`config.mk`:
```
export PLATFORM = sky130hd
export DESIGN_NAME = qpit_top
export DESIGN_NICKNAME = d
export VERILOG_FILES = /design/src/pkg/qpit_pkg.sv /design/src/hdl/qpit_top.sv
export SDC_FILE = /design/constraint.sdc
export NUM_CORES = 1
export LEC_CHECK = 0
export ABC_CLOCK_PERIOD_IN_PS = 2200
export BUFFER_PORTS_ARGS = -buffer_cell sky130_fd_sc_hd__buf_2
export CAP_MARGIN = 15
export CELL_PAD_IN_SITES_DETAIL_PLACEMENT = 0
export CELL_PAD_IN_SITES_GLOBAL_PLACEMENT = 1
export CORE_MARGIN = 3
export CORE_UTILIZATION = 42
export CTS_BUF_LIST = sky130_fd_sc_hd__clkbuf_16
export DETAILED_ROUTE_END_ITERATION = 16
export GPL_TIMING_DRIVEN = 1
export PLACE_DENSITY = 0.8
export SLEW_MARGIN = 20
export SYNTH_ARGS = -nofsm -noshare
export SYNTH_HDL_FRONTEND = slang
export SYNTH_SLANG_ARGS = --single-unit
```
`constraint.sdc`:
```
create_clock -name hclk -period 2.2 [get_ports hclk]
set_input_delay 0.11 -clock hclk [delete_from_list [all_inputs] [get_ports hclk]]
set_output_delay 0.11 -clock hclk [all_outputs]
set_load 0.01 [all_outputs]
```
`src/pkg/qpit_pkg.sv`:
```
// Shared constants and carriers of the four-port interrupt tree.
// Assumes a 32-bit AHB-Lite slave port with 12 decoded address bits.
package qpit_pkg;
    // ==========================================================
    // Sizes
    localparam int QPIT_NPORT = 4;
    localparam int QPIT_NREG = 8;
    localparam int QPIT_AW = 12;
    // ==========================================================
    // Register byte offsets
    localparam logic [11:0] QPIT_STAT_BASE = 12'h000;
    localparam logic [11:0] QPIT_MASK_BASE = 12'h100;
    localparam logic [11:0] QPIT_PORT_STRIDE = 12'h020;
    localparam logic [11:0] QPIT_REG_STRIDE = 12'h004;
    localparam logic [11:0] QPIT_SRCPTR_BASE = 12'h200;
    localparam logic [11:0] QPIT_GCTRL_BASE = 12'h210;
    localparam logic [11:0] QPIT_CHSUM_OFF = 12'h220;
    localparam logic [11:0] QPIT_PLLSTAT_OFF = 12'h224;
    localparam logic [11:0] QPIT_PLLMASK_OFF = 12'h228;
    localparam logic [11:0] QPIT_PINCFG_OFF = 12'h22c;
    // ==========================================================
    // Field positions
    localparam int QPIT_PLL_STATE_BIT = 0;
    localparam int QPIT_PLL_CHANGE_BIT = 1;
    localparam int QPIT_VIS_BIT = 0;
    localparam int QPIT_PLL_VIS_BIT = 2;
    // ==========================================================
    // Reset values
    localparam logic [7:0] QPIT_MASK_RST = 8'hff;
    localparam logic [7:0] QPIT_STAT_RST = 8'h00;
    localparam logic [1:0] QPIT_OTYPE_RST = 2'h0;
    localparam logic QPIT_PLLMASK_RST = 1'b1;
    // ==========================================================
    // Output type encodings
    localparam logic [1:0] QPIT_OT_OD_LOW = 2'h0;
    localparam logic [1:0] QPIT_OT_PP_LOW = 2'h1;
    localparam logic [1:0] QPIT_OT_PP_HIGH = 2'h2;
    // ==========================================================
    // Carriers
    typedef struct packed {
        logic valid;
        logic [QPIT_AW-1:0] addr;
    } qpit_wacc_t;

    typedef struct packed {
        logic pll_visible_mode;
        logic [1:0] output_type_sel;
    } qpit_pincfg_t;
endpackage

```
`src/hdl/qpit_top.sv`:
```
// Interrupt tree for four line ports: clear-on-read event status,
// per-port source pointers, a channel summary and one interrupt pin.
// Assumes event pulses on hclk and an asynchronous PLL lock level.
//
// Functional notes
// - One interrupt pin; its output type comes from a two-bit pin field.
// - Reading an event status register clears what it returned.
// - A set mask bit blocks the interrupt and, normally, the recording.
// - Each port has a source pointer flagging status registers with work.
// - Channel summary bit n+1 is set while port n has pointer bits set; bit 0 reads zero.
// - Pointer bit follows its status register after each read.
// - Summary clears with its pointer; the pin drops a cycle later unless another summary bit is set or an unmasked PLL change is pending.
// - Status updates during a read are applied after it, never lost.
// - Visible mode records masked events without raising the pin.
// - PLL lock status is an interrupt source with its own mask.
// - PLL visible mode shows masked lock changes without interrupting.
// - In visible mode a read clears masked and unmasked bits alike.
`timescale 1ns/1ps
module qpit_top
    import qpit_pkg::*;
(
    input wire logic hclk,
    input wire logic hresetn,
    input wire logic hsel,
    input wire logic [31:0] haddr,
    input wire logic [1:0] htrans,
    input wire logic hwrite,
    input wire logic [2:0] hsize,
    input wire logic [31:0] hwdata,
    input wire logic hready,
    output logic hreadyout,
    output logic hresp,
    output logic [31:0] hrdata,
    input wire logic [QPIT_NPORT-1:0][QPIT_NREG-1:0][7:0] port_event,
    input wire logic pll_locked,
    output logic irq_out,
    output logic irq_oe_n
);
    // ==========================================================
    // Bus phases
    logic rd_take;
    logic wr_take;
    logic [QPIT_AW-1:0] raddr;
    qpit_wacc_t wacc_reg;
    qpit_wacc_t wacc_next;
    logic [31:0] hrdata_reg;
    logic [31:0] hrdata_next;
    logic [7:0] wbyte;

    assign rd_take = hsel && htrans[1] && hready && !hwrite;
    assign wr_take = hsel && htrans[1] && hready && hwrite;
    assign raddr = haddr[QPIT_AW-1:0];
    assign wbyte = hwdata[7:0];
    // Writes land in the data phase, reads are answered from a flop.
    assign hreadyout = 1'b1;
    assign hresp = 1'b0;
    assign hrdata = hrdata_reg;

    always_comb
    begin
        wacc_next.valid = wr_take;
        wacc_next.addr = wr_take ? raddr : wacc_reg.addr;
    end

    function automatic logic [11:0] reg_off(input logic [11:0] base,
                                            input int p, input int r);
        reg_off = base + 12'(p) * QPIT_PORT_STRIDE + 12'(r) * QPIT_REG_STRIDE;
    endfunction

    function automatic logic wr_hit(input qpit_wacc_t a,
                                    input logic [11:0] off);
        wr_hit = a.valid && (a.addr == off);
    endfunction

    // ==========================================================
    // Configuration registers
    logic [QPIT_NPORT-1:0] vis_reg;
    logic [QPIT_NPORT-1:0] vis_next;
    logic pll_mask_reg;
    logic pll_mask_next;
    qpit_pincfg_t pincfg_reg;
    qpit_pincfg_t pincfg_next;

    always_comb
    begin
        vis_next = vis_reg;
        for (int p = 0; p < QPIT_NPORT; p++)
        begin
            if (wr_hit(wacc_reg, reg_off(QPIT_GCTRL_BASE, 0, p)))
            begin
                vis_next[p] = wbyte[QPIT_VIS_BIT];
            end
        end
        pll_mask_next = wr_hit(wacc_reg, QPIT_PLLMASK_OFF) ? wbyte[0]
                                                           : pll_mask_reg;
        pincfg_next = pincfg_reg;
        if (wr_hit(wacc_reg, QPIT_PINCFG_OFF))
        begin
            pincfg_next.output_type_sel = wbyte[1:0];
            pincfg_next.pll_visible_mode = wbyte[QPIT_PLL_VIS_BIT];
        end
    end

    // ==========================================================
    // Per-port status, mask and source pointer
    logic [QPIT_NPORT-1:0][QPIT_NREG-1:0][7:0] stat_reg;
    logic [QPIT_NPORT-1:0][QPIT_NREG-1:0][7:0] stat_next;
    logic [QPIT_NPORT-1:0][QPIT_NREG-1:0][7:0] mask_reg;
    logic [QPIT_NPORT-1:0][QPIT_NREG-1:0][7:0] mask_next;
    logic [QPIT_NPORT-1:0][QPIT_NREG-1:0] port_source_pointer;
    logic [QPIT_NPORT:0] channel_summary;

    genvar gp, gr;
    generate
        for (gp = 0; gp < QPIT_NPORT; gp++)
        begin : g_port
            for (gr = 0; gr < QPIT_NREG; gr++)
            begin : g_reg
                logic rd_clr;
                logic [7:0] w1c;
                logic [7:0] accept;
                assign rd_clr = rd_take
                    && raddr == reg_off(QPIT_STAT_BASE, gp, gr);
                assign w1c = wr_hit(wacc_reg,
                    reg_off(QPIT_STAT_BASE, gp, gr)) ? wbyte : 8'h00;
                // Masked events are kept only in visible mode.
                assign accept = ~mask_reg[gp][gr]
                    | {8{vis_reg[gp]}};

                always_comb
                begin
                    // Read value is captured from the old contents while
                    // the clear and any new event apply together; the
                    // event wins, so nothing arriving mid-read is lost.
                    stat_next[gp][gr] = (stat_reg[gp][gr]
                        & ~(rd_clr ? 8'hff : 8'h00) & ~w1c)
                        | (port_event[gp][gr] & accept);
                    mask_next[gp][gr] = wr_hit(wacc_reg,
                        reg_off(QPIT_MASK_BASE, gp, gr)) ? wbyte
                        : mask_reg[gp][gr];
                end

                // Only unmasked bits point at work to do.
                assign port_source_pointer[gp][gr] =
                    |(stat_reg[gp][gr] & ~mask_reg[gp][gr]);
            end
            assign channel_summary[gp+1] = |port_source_pointer[gp];
        end
    endgenerate
    assign channel_summary[0] = 1'b0;

    // ==========================================================
    // PLL lock source
    logic pll_s1_reg;
    logic pll_s2_reg;
    logic pll_s3_reg;
    logic pll_lock_state_reg;
    logic pll_lock_state_next;
    logic pll_lock_change_reg;
    logic pll_lock_change_next;
    logic pll_evt;
    logic pll_rd_clr;
    logic pll_w1c;

    // A lock change counts once the second and third stages agree.
    assign pll_evt = (pll_s2_reg == pll_s3_reg)
        && (pll_s3_reg != pll_lock_state_reg);
    assign pll_rd_clr = rd_take && raddr == QPIT_PLLSTAT_OFF;
    assign pll_w1c = wr_hit(wacc_reg, QPIT_PLLSTAT_OFF)
        && wbyte[QPIT_PLL_CHANGE_BIT];

    always_comb
    begin
        pll_lock_state_next = pll_evt ? pll_s3_reg : pll_lock_state_reg;
        pll_lock_change_next = (pll_lock_change_reg
            && !pll_rd_clr && !pll_w1c)
            || (pll_evt && (!pll_mask_reg
            || pincfg_reg.pll_visible_mode));
    end

    // ==========================================================
    // Interrupt pin
    logic irq_reg;
    logic irq_next;
    logic pll_irq;

    assign pll_irq = pll_lock_change_reg && !pll_mask_reg;
    // Registered so the pin never glitches while bits settle.
    assign irq_next = (|channel_summary) || pll_irq;

    always_comb
    begin
        unique case (pincfg_reg.output_type_sel)
            QPIT_OT_PP_LOW:
            begin
                irq_out = !irq_reg;
                irq_oe_n = 1'b0;
            end
            QPIT_OT_PP_HIGH:
            begin
                irq_out = irq_reg;
                irq_oe_n = 1'b0;
            end
            default:
            begin
                irq_out = 1'b0;
                irq_oe_n = !irq_reg;
            end
        endcase
    end

    // ==========================================================
    // Read data
    always_comb
    begin
        hrdata_next = hrdata_reg;
        if (rd_take)
        begin
            hrdata_next = 32'h0000_0000;
            for (int p = 0; p < QPIT_NPORT; p++)
            begin
                for (int r = 0; r < QPIT_NREG; r++)
                begin
                    if (raddr == reg_off(QPIT_STAT_BASE, p, r))
                    begin
                        hrdata_next[7:0] = stat_reg[p][r];
                    end
                    if (raddr == reg_off(QPIT_MASK_BASE, p, r))
                    begin
                        hrdata_next[7:0] = mask_reg[p][r];
                    end
                end
                if (raddr == reg_off(QPIT_SRCPTR_BASE, 0, p))
                begin
                    hrdata_next[7:0] = port_source_pointer[p];
                end
                if (raddr == reg_off(QPIT_GCTRL_BASE, 0, p))
                begin
                    hrdata_next[QPIT_VIS_BIT] = vis_reg[p];
                end
            end
            unique case (raddr)
                QPIT_CHSUM_OFF:
                begin
                    hrdata_next[QPIT_NPORT:0] = channel_summary;
                end
                QPIT_PLLSTAT_OFF:
                begin
                    hrdata_next[QPIT_PLL_STATE_BIT] = pll_lock_state_reg;
                    hrdata_next[QPIT_PLL_CHANGE_BIT] = pll_lock_change_reg;
                end
                QPIT_PLLMASK_OFF:
                begin
                    hrdata_next[0] = pll_mask_reg;
                end
                QPIT_PINCFG_OFF:
                begin
                    hrdata_next[1:0] = pincfg_reg.output_type_sel;
                    hrdata_next[QPIT_PLL_VIS_BIT] =
                        pincfg_reg.pll_visible_mode;
                end
                default:
                begin
                end
            endcase
        end
    end

    // ==========================================================
    // State registers
    always_ff @(posedge hclk or negedge hresetn)
    begin
        if (!hresetn)
        begin
            wacc_reg <= '0;
            hrdata_reg <= 32'h0000_0000;
            vis_reg <= '0;
            pll_mask_reg <= QPIT_PLLMASK_RST;
            pincfg_reg <= '{pll_visible_mode: 1'b0,
                            output_type_sel: QPIT_OTYPE_RST};
            stat_reg <= {(QPIT_NPORT*QPIT_NREG){QPIT_STAT_RST}};
            mask_reg <= {(QPIT_NPORT*QPIT_NREG){QPIT_MASK_RST}};
            pll_s1_reg <= 1'b0;
            pll_s2_reg <= 1'b0;
            pll_s3_reg <= 1'b0;
            pll_lock_state_reg <= 1'b0;
            pll_lock_change_reg <= 1'b0;
            irq_reg <= 1'b0;
        end
        else
        begin
            wacc_reg <= wacc_next;
            hrdata_reg <= hrdata_next;
            vis_reg <= vis_next;
            pll_mask_reg <= pll_mask_next;
            pincfg_reg <= pincfg_next;
            stat_reg <= stat_next;
            mask_reg <= mask_next;
            pll_s1_reg <= pll_locked;
            pll_s2_reg <= pll_s1_reg;
            pll_s3_reg <= pll_s2_reg;
            pll_lock_state_reg <= pll_lock_state_next;
            pll_lock_change_reg <= pll_lock_change_next;
            irq_reg <= irq_next;
        end
    end
endmodule

```
Word-level counts from Yosys, hierarchy flattened
Cells that the tools add are included.
- word-level logic and storage cells: 822
- register bits: 547
- input bits: 331
- output and inout port bits: 36
- bitwise operators: 288
- multiplexer cells: 143
- eq/ne operators: 149
- reduce and logical (&&, ||, !) cells: 162
- operators by type and width (cell ; number):
    two-way mux 8 bit ; 133
    AND 8 bit ; 128
    == test 12 x 9 -> 1 bit (second input constant) ; 64
    inverter 8 bit ; 96
    OR 8 bit ; 64
    == test 12 x 7 -> 1 bit (second input constant) ; 32
    OR reduction 256 bit ; 1
    OR reduction 64 bit ; 4
    OR reduction 8 bit ; 32
    == test 12 x 10 -> 1 bit (second input constant) ; 19
    == test 12 x 6 -> 1 bit (second input constant) ; 16
    logical AND 1 bit ; 114
    == test 12 x 5 -> 1 bit (second input constant) ; 8
    == test 12 x 4 -> 1 bit (second input constant) ; 4
    == test 12 x 3 -> 1 bit (second input constant) ; 2
    zero test 12 bit ; 2
    zero test 1 bit ; 5
    two-way mux 1 bit ; 5
    case mux 1 bit (2 select lines) ; 2
    case mux 1 bit (4 select lines) ; 1
    logical OR 1 bit ; 3
    case mux 1 bit (3 select lines) ; 1
    == test 2 x 1 -> 1 bit (second input constant) ; 1
    == test 2 bit (second input constant) ; 1
    other kinds (4) ; 4

Logic depth before layout (Yosys ltp)
- depth in word-level cells: 75
- gate-level depth with buffers: 13
- depth with buffers taken out: 8

Worst setup path before layout
Ideal clock, no wire load.
- path kind: input port to flip-flop
- start point: in haddr[9]
- end point: reg hrdata_reg[6] (netlist: hrdata[6])
- stages: 10
- arrival time: 2.282 ns
- setup slack: -0.212 ns
- library setup time: 0.130 ns
- path buffers: 3
- required time: 2.070 ns
- path through: buf_6 > or4_4 > buf_6 > buf_6 > nor3_4 > nor3_2 > o41ai_2 > nand4_1 > a2111oi_2 > nor3_1
- word-level cells in the longest chain between the ends: 70
- elaborated cells on any way between the ends: 137
- classes of those cells: eq/ne: 67; mux: 69; reduce/logical: 1
- ends and longest elaborated chain (element ; line ; text):
    start: declaration ; qpit_top.sv:25 ; input wire logic [31:0] haddr,
    zero test 12 bit ; qpit_top.sv:224 ; if (raddr == reg_off(QPIT_STAT_BASE, p, r))
    two-way mux 8 bit ; qpit_top.sv:224 ;
    two-way mux 8 bit ; qpit_top.sv:228 ; if (raddr == reg_off(QPIT_MASK_BASE, p, r))
    two-way mux 8 bit ; qpit_top.sv:224 ;
    two-way mux 8 bit ; qpit_top.sv:228 ;
    two-way mux 8 bit ; qpit_top.sv:224 ;
    two-way mux 8 bit ; qpit_top.sv:228 ;
    two-way mux 8 bit ; qpit_top.sv:224 ;
    [54 not listed] ; - ;
    two-way mux 8 bit ; qpit_top.sv:228 ;
    two-way mux 8 bit ; qpit_top.sv:224 ;
    two-way mux 8 bit ; qpit_top.sv:228 ;
    two-way mux 8 bit ; qpit_top.sv:224 ;
    two-way mux 8 bit ; qpit_top.sv:228 ;
    two-way mux 8 bit ; qpit_top.sv:224 ;
    two-way mux 8 bit ; qpit_top.sv:228 ;
    two-way mux 8 bit (*) ; qpit_top.sv:233 ; if (raddr == reg_off(QPIT_SRCPTR_BASE, 0, p))
    end signal: assignment ; qpit_top.sv:293 ; hrdata_reg <= hrdata_next;
    end: declaration ; qpit_top.sv:46 ; logic [31:0] hrdata_reg;
Mark *: on every way between the ends. The rest lies on a longest branch, timed or not. The select of a mux whose other input is x is not followed.
A chain may end at the register's enable or synchronous reset.

Worst setup path after layout
- start point: in haddr[9]
- end point: reg hrdata_reg[1] (netlist: hrdata[1])
- word-level cells in the longest chain between the ends: 71
- elaborated cells on any way between the ends: 141
- classes of those cells: eq/ne: 70; mux: 70; reduce/logical: 1
- ends and longest elaborated chain (element ; line ; text):
    zero test 12 bit ; qpit_top.sv:224 ;
    two-way mux 8 bit ; qpit_top.sv:224 ;
    two-way mux 8 bit ; qpit_top.sv:228 ;
    two-way mux 8 bit ; qpit_top.sv:224 ;
    two-way mux 8 bit ; qpit_top.sv:228 ;
    two-way mux 8 bit ; qpit_top.sv:224 ;
    two-way mux 8 bit ; qpit_top.sv:228 ;
    two-way mux 8 bit ; qpit_top.sv:224 ;
    [55 not listed] ; - ;
    two-way mux 8 bit ; qpit_top.sv:224 ;
    two-way mux 8 bit ; qpit_top.sv:228 ;
    two-way mux 8 bit ; qpit_top.sv:224 ;
    two-way mux 8 bit ; qpit_top.sv:228 ;
    two-way mux 8 bit ; qpit_top.sv:224 ;
    two-way mux 8 bit ; qpit_top.sv:228 ;
    two-way mux 8 bit ; qpit_top.sv:233 ;
    case mux 1 bit (3 select lines) (*) ; qpit_top.sv:242 ; unique case (raddr)
Marks and branches as above.

==> metrics.md <==
| Metric | Value |
|---|---|
| Initial antenna violation count | 11 |
| Met2 WL | 81.1 mm |
| Fin cells | 6229 |
| Worst-Margin Slew | 1.11 ns |
| Max Clk Rate | 352 MHz |
| Max-slew headroom | 0.254 |
| Met1 wire length | 70.1 mm |
| EDFF count, synth | 0 |
| Via/cell ratio | 6.24 |
| Global-route wire length before repair | 263 mm |
| Clk_skew | 0.0254 ns |
| YS warnings | 0 |
| CP Launch Type | primary input |
| Top Layer Used | met5 |
| Tot Pwr | 0.0257 W |
| Crit path DAT | 3.33 ns |
| Vias | 38800 |
| Area Overhead vs Synth | 52.1% |
| IO buf count | 292 |
| Register bit count reported by yosys | 547 |
| Chip width | 287 µm |
| Sink Count | 547 |
| Violated checks | setup timing |
| Ports | 367 |
| Crit path time final | 2.84 ns |
| Critical Path RT | 2.69 ns |
| RD Place Congestion | 1.08 |
| Most frequent cells in the layout | 1117 x buf_4, 481 x nand2_1, 290 x dfrtp_1 |
| Metal3 WL | 18.1 mm |
| Post-DP HPWL | 136 mm |
| Worst setup EP type | register |
| Tcrit/Tclk final | 1.29 |
| Die Height | 287 µm |
| Share of layout cells above drive strength 1 | 0.436 |
| Setup TNS | -2.60 ns |
| Area of the core | 77700 µm² |
| Nets | 5464 |
| Syn Inst Count | 3545 |
| Initial DRC count | 4763 |
| DP Worst Slack | -1.15 ns |
| Netlist cell types | 90 |
| R2R depth | 8 |
| Total GRT Usage | 0.433 |
| Drt wl/cell | 29.2 µm |
| Post-route setup slack | -0.643 ns |
| Largest net degree at the start of global routing | 92 |
| RSZ-0062 raised after global routing | yes |
| Clock root cell | clkbuf_16 |
| Routed WL | 182 mm |
| Slew Limit Fails | 0 |
| Hold Worst Slack | 0.101 ns |
| Vias in the first global route | 39400 |
| Top_reg_cell synth | dfrtp_1 |
| Final antenna-violating net count | 0 |
| Register area share after synthesis | 0.423 |
| DRC errors left | 0 |
| Max cap viols | 0 |
| Die ar. | 82200 µm² |
| Worst skew pair latency | 0.65 ns |
| Hold Path Cell Cnt | 4 |
| GRT overflow | 0 |
| Worst vdd ir | 0.590 mV |
| CP Max Fanout | 8 |
| TritonCTS clock tree | done |
| Worst-path clk slew | 0.06 ns |
| Synth async-reset ratio | 1.00 |
| DR pass1 iterations | 6 |
| PwrDens | 511 nW/µm² |
| H-tree level count | 3 |
| Mean post-synth cell area | 9.33 µm² |
| Num rows | 102 |
| Setup Viol. Count Final | 9 |
| Initial Util | 0.426 |
| Clk buf depth | 3 |
| Leakage | 21.8 nW |
| Min-delay worst type | primary input to register |
| CTS Buf Count | 66 |
| Hold Vio Cnt, Final | 0 |
| Post-Synthesis Cell Area | 33100 µm² |
| Placed Cells | 5831 |
| Commonest non-fill, non-tap cell in the layout | buf_4 |
| Kind of critical path | primary input to register |
| Outcome | finished, violations left |
==> timing repair <==
action / in CTS / in global routing
endpoints found under the hold margin: 492 / 0
hold buffers: 267 / 0
pin swaps: 53 / 28
endpoints found under the setup margin: 10 / 57
buffers inserted: 10 / 0
gates resized for setup: 131 / 39
cloned: 1 / 0
==> through the flow <==
step / util / area [µm²]
final: 0.647 / 50300
after global routing: 0.647 / 50300
after CTS: 0.645 / 50100
after detailed placement: 0.573 / 44600
after global placement: 0.573 / 44600
after floorplan: - / 33300
==> kinds of logic after synthesis <==
family	after synthesis	share of synthesized area
mux	275	0.0932
simple gates	1327	0.204
fa+ha+maj	2	0.000756
other cells	2	0.000227
buf+inv	430	0.0552
flops	547	0.423
compound gates	962	0.223
==> cells in the mapped netlist, types with 10 or more instances <==
cell type	count	area (µm²)
a2111oi_0	29	254
a211o_1	11	96.3
a211oi_1	23	173
a21o_1	12	90.1
a21oi_1	114	571
a221o_1	15	150
a221oi_1	31	272
a22o_1	26	228
a22oi_1	20	150
a31oi_1	20	125
a32o_1	222	2220
a32oi_1	13	114
buf_1	18	67.6
buf_2	39	195
buf_4	31	233
clkbuf_1	150	563
dfrtp_1	290	7260
dfstp_2	257	6750
inv_1	185	694
mux2_2	265	2980
mux2i_1	10	100
nand2_1	483	1810
nand2b_1	288	1800
nand3_1	104	521
nand4_1	29	181
nor2_1	158	593
nor2b_1	44	275
nor3_1	79	395
nor3_2	18	180
nor4_1	30	188
o2111ai_1	22	193
o211ai_1	27	203
o21ai_0	130	651
o221ai_1	32	280
o22ai_1	110	688
o31ai_1	10	75.1
or3_1	14	87.6
or4_1	16	120
==> worst paths after layout <==
| kind | start | end | slack (ns) |
|---|---|---|---|
| worst max register to register | mask_reg[58] | hrdata[1] | -0.57 |
| worst max-delay path | haddr[9] | hrdata[1] | -0.64 |
| min in group asynchronous | hresetn | stat_reg[45] | 0.51 |
| worst min register to register | pll_s1_reg | pll_s2_reg | 0.41 |
| max in group asynchronous | hresetn | stat_reg[38] | 0.43 |
| worst min-delay path | hwdata[4] | stat_reg[244] | 0.10 |
==> worst max-delay path, cell delays in order <==
cell and delay [ns]:
buf_2 0.18, or4_4 0.61, buf_12 0.18, buf_4 0.18
nor3_2 0.29, a2111oi_0 0.13, buf_4 0.18, a211oi_1 0.64
nand4_1 0.39, nor4_4 0.31, a22oi_1 0.11
==> routing by layer <==
| metal | global-route usage | up-vias |
|---|---|---|
| met5 | 0 | - |
| met3 | 0.0927 | 695 |
| met2 | 0.677 | 2635 |
| met1 | 0.552 | 19100 |
| met4 | 0.254 | 8 |
| li1 | - | 16400 |
==> area by class of cell <==
cell class                 instances  area (µm²)
antenna                            4        10.0
sequential                       547       14000
fill                            6310       27400
timing repair buffer            1739       13800
clock inverter                    56         480
multi-input combinational       2592       18400
clock buffer                      66        1650
tap                             1040        1300
inverter                         185         694
==> report_power, final <==
group | switching (W) | internal, W | total (W)
clock network | 0.00487 | 0.00616 | 0.0110
logic | 0.00209 | 0.00174 | 0.00383
registers | 0.000293 | 0.0106 | 0.0109
total | 0.00726 | 0.0185 | 0.0257
Note: power is estimated with default switching activity, not from simulation.
